===== src/hw/reset_source_pkg.sv =====
// Package of constants and carriers for the reset source controller.
package reset_source_pkg;

   // Power-on release to hard reset pin release, in input clock cycles.
   localparam int unsigned HARD_RELEASE_CYCLES = 521;
   // Least hold time of the power-on input, in input clock cycles (party outside).
   localparam int unsigned POR_MIN_CYCLES      = 16;
   // Least length of an internally started hard or soft reset pulse.
   localparam int unsigned INTERNAL_RST_CYCLES = 16;
   localparam int unsigned CNT_W               = 10;
   localparam logic [9:0]  HARD_RELEASE_CNT    = 10'(HARD_RELEASE_CYCLES);
   localparam logic [9:0]  INTERNAL_RST_CNT    = 10'(INTERNAL_RST_CYCLES);
   // Cycles for which the hard reset wire is ignored after we let go of it. Our own low level still
   // drains through the three sync stages and the level register, and one spare cycle covers a slow pull-up.
   localparam logic [2:0]  PIN_ECHO_CNT        = 3'h5;

   // Status bit positions.
   localparam int unsigned ST_POR      = 0;
   localparam int unsigned ST_HARD_EXT = 1;
   localparam int unsigned ST_WATCHDOG = 2;
   localparam int unsigned ST_BUS_MON  = 3;
   localparam int unsigned ST_SOFT     = 4;
   localparam int unsigned ST_W        = 5;
   localparam logic [4:0]  STATUS_RESET = 5'h01;

   // Strap values held until the first power-on capture.
   localparam logic [1:0] BOOT_MODE_RESET = 2'h0;

   typedef struct packed {
      logic [1:0] boot_mode_strap;
      logic       watchdog_enable_strap;
      logic       host_8bit_strap;
      logic       host_strobe_polarity_strap;
   } strap_t;

   // Reset outputs towards the rest of the chip, all active high.
   typedef struct packed {
      logic system_pll;
      logic dll;
      logic monitor_regs;
      logic clock_synth;
      logic extended_core;
      logic peripherals;
   } reset_out_t;

   typedef enum logic [1:0] {
      ST_IDLE    = 2'b00,
      ST_PORHOLD = 2'b01,
      ST_HARD    = 2'b11,
      ST_SOFTRST = 2'b10
   } flow_t;

endpackage


===== src/hw/pin_sync.sv =====
// Three-stage synchroniser for pin level inputs.
`timescale 1ns/100ps
module pin_sync (
   input  wire logic clk,
   input  wire logic rst,
   input  wire logic clk_en,
   input  wire logic pin,
   input  wire logic reset_value,
   output logic      level
);
   logic s1_q;
   logic s2_q;
   logic s3_q;
   logic level_q;

   // A change counts only when stages two and three agree; stage one feeds stage two alone.
   always_ff @(posedge clk or posedge rst) begin
      if (rst) begin
         s1_q    <= 1'b1;
         s2_q    <= 1'b1;
         s3_q    <= 1'b1;
         level_q <= 1'b1;
      end else if (clk_en) begin
         s1_q <= pin ^ !reset_value;
         s2_q <= s1_q;
         s3_q <= s2_q;
         if (s2_q == s3_q) begin
            level_q <= s3_q;
         end
      end
   end

   // Stages hold the pin relative to its reset level, so the constant reset of ones reads as reset_value.
   assign level = level_q ^ !reset_value;
endmodule


===== src/hw/reset_source_controller.sv =====
// Reset source controller: gathers reset sources, runs the matching flow, samples straps.
`timescale 1ns/100ps
// Notes on behaviour
// - A readable status vector shows which sources caused the most recent resets.
// - Power-on reset resets the whole chip with PLL and DLL, drives the hard reset pin, resets the core and samples straps.
// - Straps are captured only at power-on reset and never by hard or soft resets.
// - During a hard reset the hard reset pin is only pulled low, never driven high.
// - An external hard reset pin assertion or an internal hard reset runs the hard flow, driving the pin and resetting the core.
// - An enabled watchdog reaching zero signals a watchdog reset that starts an internal hard reset.
// - An enabled bus monitor reaching zero asserts a bus-monitor hard reset that starts an internal hard reset.
// - A boundary-scan extest, clamp or high-impedance instruction starts a soft reset that leaves the pin alone.
// - PLL and DLL state is reset only by power-on reset; clock synthesis state is reset by every reset type.
// - Every reset type resets the watchdog and bus time-out monitor registers.
// - Every reset type resets stop control, halt request and acknowledge, the core and peripherals.
// - After power-on reset release the hard reset pin stays low for 521 more input clocks.
// - Five strap levels are sampled at power-on release and must be stable then.
module reset_source_controller (
   input  wire logic                        clk,
   input  wire logic                        rst,
   input  wire logic                        clk_en,
   input  wire logic                        power_on_reset_n,
   input  wire logic                        hard_reset_n_in,
   output logic                             hard_reset_n_out,
   output logic                             hard_reset_n_oe,
   input  wire logic                        watchdog_enable,
   input  wire logic                        watchdog_zero,
   input  wire logic                        bus_monitor_enable,
   input  wire logic                        bus_monitor_zero,
   input  wire logic                        tap_reset_request,
   input  wire reset_source_pkg::strap_t    strap_pins,
   output reset_source_pkg::strap_t         strap_config,
   output reset_source_pkg::reset_out_t     reset_out,
   output logic [4:0]                       reset_status,
   output logic                             flow_busy
);

   ////////////////////////////////////////////////////////////////////////////////
   // Synchronise the pin inputs.

   logic por_n_sync;
   logic hrst_n_sync;

   pin_sync u_sync_por (
      .clk         (clk),
      .rst         (rst),
      .clk_en      (clk_en),
      .pin         (power_on_reset_n),
      .reset_value (1'b1),
      .level       (por_n_sync)
   );

   pin_sync u_sync_hrst (
      .clk         (clk),
      .rst         (rst),
      .clk_en      (clk_en),
      .pin         (hard_reset_n_in),
      .reset_value (1'b1),
      .level       (hrst_n_sync)
   );

   ////////////////////////////////////////////////////////////////////////////////
   // Event decode.

   reset_source_pkg::flow_t flow_q;
   reset_source_pkg::flow_t flow_d;
   logic [9:0]              cnt_q;
   logic [9:0]              cnt_d;
   logic                    por_seen_q;
   logic                    por_n_prev_q;
   logic [4:0]              status_q;
   logic [4:0]              status_d;
   reset_source_pkg::strap_t straps_q;
   logic [2:0]              echo_q;

   // The sync stage starts high after reset, so the pin sits released until seen low.
   wire por_active   = !por_n_sync;
   wire por_release  = por_n_sync && !por_n_prev_q;
   // The pin reads back our own pull, and keeps reading it through the synchroniser after we let go,
   // so an outside assertion only counts when we are not driving and that echo has drained.
   // Without the mask every flow that drives the pin would restart itself as a hard reset.
   wire echo_clear   = (echo_q == 3'h0);
   wire hard_ext     = !hrst_n_sync && !hard_reset_n_oe && echo_clear;
   wire wdog_event   = watchdog_enable && watchdog_zero;
   wire bmon_event   = bus_monitor_enable && bus_monitor_zero;
   wire hard_request = hard_ext || wdog_event || bmon_event;
   wire soft_request = tap_reset_request;
   wire cnt_done     = (cnt_q == 10'h000);

   ////////////////////////////////////////////////////////////////////////////////
   // Flow selection: power-on wins over hard, hard over soft.

   always_comb begin
      flow_d = flow_q;
      cnt_d  = cnt_q;
      if (!cnt_done) begin
         cnt_d = cnt_q - 10'h001;
      end
      if (por_active) begin
         flow_d = reset_source_pkg::ST_PORHOLD;
         cnt_d  = reset_source_pkg::HARD_RELEASE_CNT;
      end else begin
         unique case (flow_q)
            reset_source_pkg::ST_IDLE: begin
               if (hard_request) begin
                  flow_d = reset_source_pkg::ST_HARD;
                  cnt_d  = reset_source_pkg::INTERNAL_RST_CNT;
               end else if (soft_request) begin
                  flow_d = reset_source_pkg::ST_SOFTRST;
                  cnt_d  = reset_source_pkg::INTERNAL_RST_CNT;
               end
            end
            reset_source_pkg::ST_PORHOLD: begin
               if (cnt_done) begin
                  flow_d = reset_source_pkg::ST_IDLE;
               end
            end
            reset_source_pkg::ST_HARD: begin
               if (cnt_done) begin
                  flow_d = reset_source_pkg::ST_IDLE;
               end
            end
            reset_source_pkg::ST_SOFTRST: begin
               if (hard_request) begin
                  flow_d = reset_source_pkg::ST_HARD;
                  cnt_d  = reset_source_pkg::INTERNAL_RST_CNT;
               end else if (cnt_done && !soft_request) begin
                  flow_d = reset_source_pkg::ST_IDLE;
               end
            end
         endcase
      end
   end

   // Status: cleared by power-on, each later reset adds its source bit.
   always_comb begin
      status_d = status_q;
      if (por_active) begin
         status_d = reset_source_pkg::STATUS_RESET;
      end else if (flow_q == reset_source_pkg::ST_IDLE || flow_q == reset_source_pkg::ST_SOFTRST) begin
         if (hard_ext) begin
            status_d[reset_source_pkg::ST_HARD_EXT] = 1'b1;
         end
         if (wdog_event) begin
            status_d[reset_source_pkg::ST_WATCHDOG] = 1'b1;
         end
         if (bmon_event) begin
            status_d[reset_source_pkg::ST_BUS_MON] = 1'b1;
         end
         if (soft_request && flow_q == reset_source_pkg::ST_IDLE && !hard_request) begin
            status_d[reset_source_pkg::ST_SOFT] = 1'b1;
         end
      end
   end

   ////////////////////////////////////////////////////////////////////////////////
   // State registers.

   always_ff @(posedge clk or posedge rst) begin
      if (rst) begin
         flow_q       <= reset_source_pkg::ST_PORHOLD;
         cnt_q        <= reset_source_pkg::HARD_RELEASE_CNT;
         status_q     <= reset_source_pkg::STATUS_RESET;
         por_n_prev_q <= 1'b1;
      end else if (clk_en) begin
         flow_q       <= flow_d;
         cnt_q        <= cnt_d;
         status_q     <= status_d;
         por_n_prev_q <= por_n_sync;
      end
   end

   // Straps are caught on the clock at power-on release only; hard and soft flows never touch them.
   always_ff @(posedge clk or posedge rst) begin
      if (rst) begin
         straps_q   <= '0;
         por_seen_q <= 1'b0;
      end else if (clk_en && por_release) begin
         straps_q   <= strap_pins;
         por_seen_q <= 1'b1;
      end
   end

   // Echo mask: reloads while we drive the pin and runs down once we let go.
   always_ff @(posedge clk or posedge rst) begin
      if (rst) begin
         echo_q <= reset_source_pkg::PIN_ECHO_CNT;
      end else if (clk_en) begin
         if (hard_reset_n_oe) begin
            echo_q <= reset_source_pkg::PIN_ECHO_CNT;
         end else if (!echo_clear) begin
            echo_q <= echo_q - 3'h1;
         end
      end
   end

   ////////////////////////////////////////////////////////////////////////////////
   // Outputs.

   wire in_por  = (flow_q == reset_source_pkg::ST_PORHOLD);
   wire in_hard = (flow_q == reset_source_pkg::ST_HARD);
   wire in_any  = (flow_q != reset_source_pkg::ST_IDLE);

   // Open drain: value is always low, only the enable moves.
   assign hard_reset_n_out = 1'b0;
   assign hard_reset_n_oe  = in_por || in_hard;

   // PLL and DLL only follow power-on; clock synthesis state and the rest follow every flow.
   assign reset_out.system_pll    = in_por;
   assign reset_out.dll           = in_por;
   assign reset_out.monitor_regs  = in_any;
   assign reset_out.clock_synth   = in_any;
   assign reset_out.extended_core = in_any;
   assign reset_out.peripherals   = in_any;

   assign strap_config = straps_q;
   assign reset_status = status_q;
   assign flow_busy    = in_any;
endmodule


===== config.mk =====
export PLATFORM = sky130hd
export DESIGN_NAME = reset_source_controller
export DESIGN_NICKNAME = d
export VERILOG_FILES = /design/src/hw/reset_source_pkg.sv /design/src/hw/pin_sync.sv /design/src/hw/reset_source_controller.sv
export SDC_FILE = /design/constraint.sdc
export NUM_CORES = 1
export LEC_CHECK = 0
export BUFFER_PORTS_ARGS = -buffer_cell sky130_fd_sc_hd__buf_4
export CAP_MARGIN = 20
export CELL_PAD_IN_SITES_DETAIL_PLACEMENT = 1
export CELL_PAD_IN_SITES_GLOBAL_PLACEMENT = 1
export CORE_ASPECT_RATIO = 1.25
export CORE_MARGIN = 2
export CORE_UTILIZATION = 45
export DETAILED_ROUTE_END_ITERATION = 7
export GPL_ROUTABILITY_DRIVEN = 0
export PLACE_DENSITY = 0.87
export SYNTH_ARGS = -nofsm -noshare
export SYNTH_HDL_FRONTEND = slang
export SYNTH_HIERARCHICAL = 1
export SYNTH_SLANG_ARGS = --single-unit

===== constraint.sdc =====
create_clock -name clk -period 5.8 [get_ports clk]
set_input_delay 0.29 -clock clk [delete_from_list [all_inputs] [get_ports clk]]
set_output_delay 0.29 -clock clk [all_outputs]
set_load 0.005 [all_outputs]

==> impl_metrics.env <==
export IMPL_ant_nets=0
export IMPL_seq_area_frac_synth=0.460
export IMPL_die_area_sq_mm=0.00461
export IMPL_ys_seq_elements=33
export IMPL_avgRoutedWirePerCell_um=17.5
export IMPL_hold_violations=0
export IMPL_post_cts_buffers=0
export IMPL_setup_ws_ps=3590
export IMPL_root_buffer="clkbuf_8"
export IMPL_synthTopCellsByArea="dfrtp_1 25%, dfstp_2 21%, mux2_2 4.3%, o21ai_0 4.1%, buf_4 3.3%"
export IMPL_io_buffers=31
export IMPL_worstMarginPinSlew_ps=689
export IMPL_drt_first_iter_violations=45
export IMPL_antenna_found_initial=0
export IMPL_synth_warning_count=6
export IMPL_p_total_mw=1.11
export IMPL_skew_ps=7.97
export IMPL_htree_levels=2
export IMPL_core_area_sq_mm=0.00385
export IMPL_avgSynthCellArea_sq_um=10.1
export IMPL_period_minus_slack_ps=2210
export IMPL_whs_path_depth=2
export IMPL_fmax_mhz=453
export IMPL_grt_pass1_vias=1600
export IMPL_synth_area_sq_mm=0.00184
export IMPL_grt_max_degree=34
export IMPL_dr_pass1_iters=4
export IMPL_outcome="finished, final reports clean"
export IMPL_start_util=0.477
export IMPL_track_usage=0.227
export IMPL_dr_total_vias=1511
export IMPL_cts_sinks=33
export IMPL_syn2layout_area_growth_pct=20.4
export IMPL_drv_cap=0
export IMPL_path_max_fanout=10
export IMPL_period_share=0.380
export IMPL_cts_tree="yes"
export IMPL_cp_data_arrival_time_ps=2440
export IMPL_async_flop_share=1.00
export IMPL_fp_row_count=25
export IMPL_post_synth_top_area_fraction=0.245
export IMPL_diodes=0
export IMPL_pin_count=34
export IMPL_power_density_mw_per_mm2=502
export IMPL_synthFlopType="dfrtp_1"
export IMPL_clock_latency_ps=300
export IMPL_clk_pin_slew_ps=70
export IMPL_hp_start="strap_pins[0]"
export IMPL_die_height_um=75.4
export IMPL_path_cells="xnor2_1, and2_1, o2111ai_2, a2111oi_0, a21o_1"
export IMPL_synthCells=182
export IMPL_post_drt_via_cell_ratio=5.70
export IMPL_final_util=0.574
export IMPL_final_max_slew_violation_count=0
export IMPL_nets=228
export IMPL_layout_commonest_cell="buf_4"
export IMPL_rrSetupSlack_ps=3590
export IMPL_critical_path_required_ps=6030
export IMPL_timing_rr_end="cnt_q[6]"
export IMPL_synth_edff_count=0
export IMPL_post_place_ws_ps=3640
export IMPL_slew_headroom=0.536
export IMPL_post_route_cell_area_sq_mm=0.00221
export IMPL_cp_start_kind="register"
export IMPL_grt_setup_unrepaired="no"
export IMPL_drc_errors=0
export IMPL_drive_gt1_frac=0.341
export IMPL_path_class="register to register"
export IMPL_setup_viol=0
export IMPL_whs_endpoint="strap_config[0]"
export IMPL_min_path_type="input pin to register"
export IMPL_fin_tns_setup_ps=0
export IMPL_synth_cell_types=50
export IMPL_cts_made_buffers=5
export IMPL_clockBufferDepth=2
export IMPL_synth_top_area_cell="dfrtp_1"
export IMPL_post_cts_resized=0
export IMPL_dp_hpwl_mm=3.35
export IMPL_overflow=0
export IMPL_drt_wl_total_mm=4.64
export IMPL_die_x_um=61.1
export IMPL_peakVddDrop_uv=237
export IMPL_grt_pass1_wl_mm=7.72
export IMPL_worstRegToRegCells=5
export IMPL_slowest_delay_ps=550
export IMPL_p_leak_nw=0.987
export IMPL_placed_cell_area_sq_mm=0.00205
export IMPL_crit_path_end_kind="register"
export IMPL_crit_reg2reg_launch="u_sync_por/level_q"
export IMPL_final_cell_mix="31 x buf_4, 18 x dfrtp_1, 15 x o21ai_0, 15 x dfstp_2, 14 x inv_1"
export IMPL_crit_path_top_delay_cell="dfstp_2"
[timing repair]
action / CTS / global route
hold buffers: 0 / 1
hold endpoints to repair: 0 / 1
setup endpoints to repair: 0 / 0
[final cells by class]
class | instances | area [sq um]
Multi-Input combinational cell | 123 | 855
Fill cell | 446 | 1640
Timing Repair Buffer | 33 | 270
Inverter | 14 | 52.6
Sequential cell | 33 | 845
Clock buffer | 6 | 82.6
Tap cell | 54 | 67.6
Clock inverter | 2 | 37.5
[stage by stage]
step                hold slack [ps]  std cells
floorplan                       245        186
finish                          231        265
global placement                392        255
CTS                            78.9        263
detailed placement              401        255
global route                    219        265
[worst max-delay path: cells and delay by family, from the launching register on]
family / cells / cell delay, ps
xor+xnor: 1 / 330
flops: 1 / 550
simple gates: 1 / 300
compound gates: 3 / 960
[Yosys cell counts, types with 2 or more instances]
master	instances
a21o_1	2
a21oi_1	3
a22o_1	3
a22oi_1	2
a31oi_1	3
and2_1	2
buf_4	8
clkbuf_1	6
conb_1	2
dfrtp_1	18
dfstp_2	15
ha_1	3
inv_1	14
mux2_2	7
mux2_4	2
nand2_1	10
nand2b_1	4
nand3_1	2
nor2_1	10
nor2b_1	3
nor3_1	4
nor4_1	3
o211ai_1	2
o21a_1	2
o21ai_0	15
o2bb2ai_1	3
o31ai_1	3
o32ai_1	2
or3b_2	2
or4_1	3
or4_4	2
xnor2_1	4
[layer usage]
metal / vias to the layer above / GRT usage / part of all wire
li1: 703 / - / -
met1: 779 / 0.251 / 0.39
met2: 21 / 0.418 / 0.57
met3: 8 / 0.0560 / 0.025
met4: 0 / 0.0725 / 0.018
met5: - / 0 / 0
[sequential cells by signal, indices dropped and copies added, names as in the netlist, 2 cells and up]
name and flops:
strap_config 5, echo_q 3, cnt_q 10, flow_q 2, reset_status 4
[worst max-delay path by stage]
stage,from,endpoint,slack (ps),depth (start not counted)
5_1_grt,u_sync_por/level_q,cnt_q[6],3360,5
3_3_place_gp,cnt_q[1],cnt_q[2],3730,6
6_report,u_sync_por/level_q,cnt_q[6],3590,5
2_1_floorplan,cnt_q[1],cnt_q[2],3800,7
4_1_cts,u_sync_por/level_q,cnt_q[6],3610,5
3_5_place_dp,u_sync_por/level_q,cnt_q[6],3640,5
[power breakdown]
part	internal, mW	switching (mW)	leakage (nW)	total [mW]
clock network	0.140	0.0918	0.0574	0.231
registers	0.343	0.0920	0.392	0.435
logic	0.221	0.222	0.538	0.443
total	0.703	0.406	0.987	1.11
[cells by family after synthesis]
logic type / Yosys count / share of synthesized area
xor+xnor: 4 / 0.0191
buf+inv: 30 / 0.0825
fa+ha+maj: 3 / 0.0205
mux: 9 / 0.0593
simple gates: 51 / 0.160
other cells: 2 / 0.00409
flops: 33 / 0.460
compound gates: 50 / 0.194
Note: power is estimated with default switching activity, not from simulation.
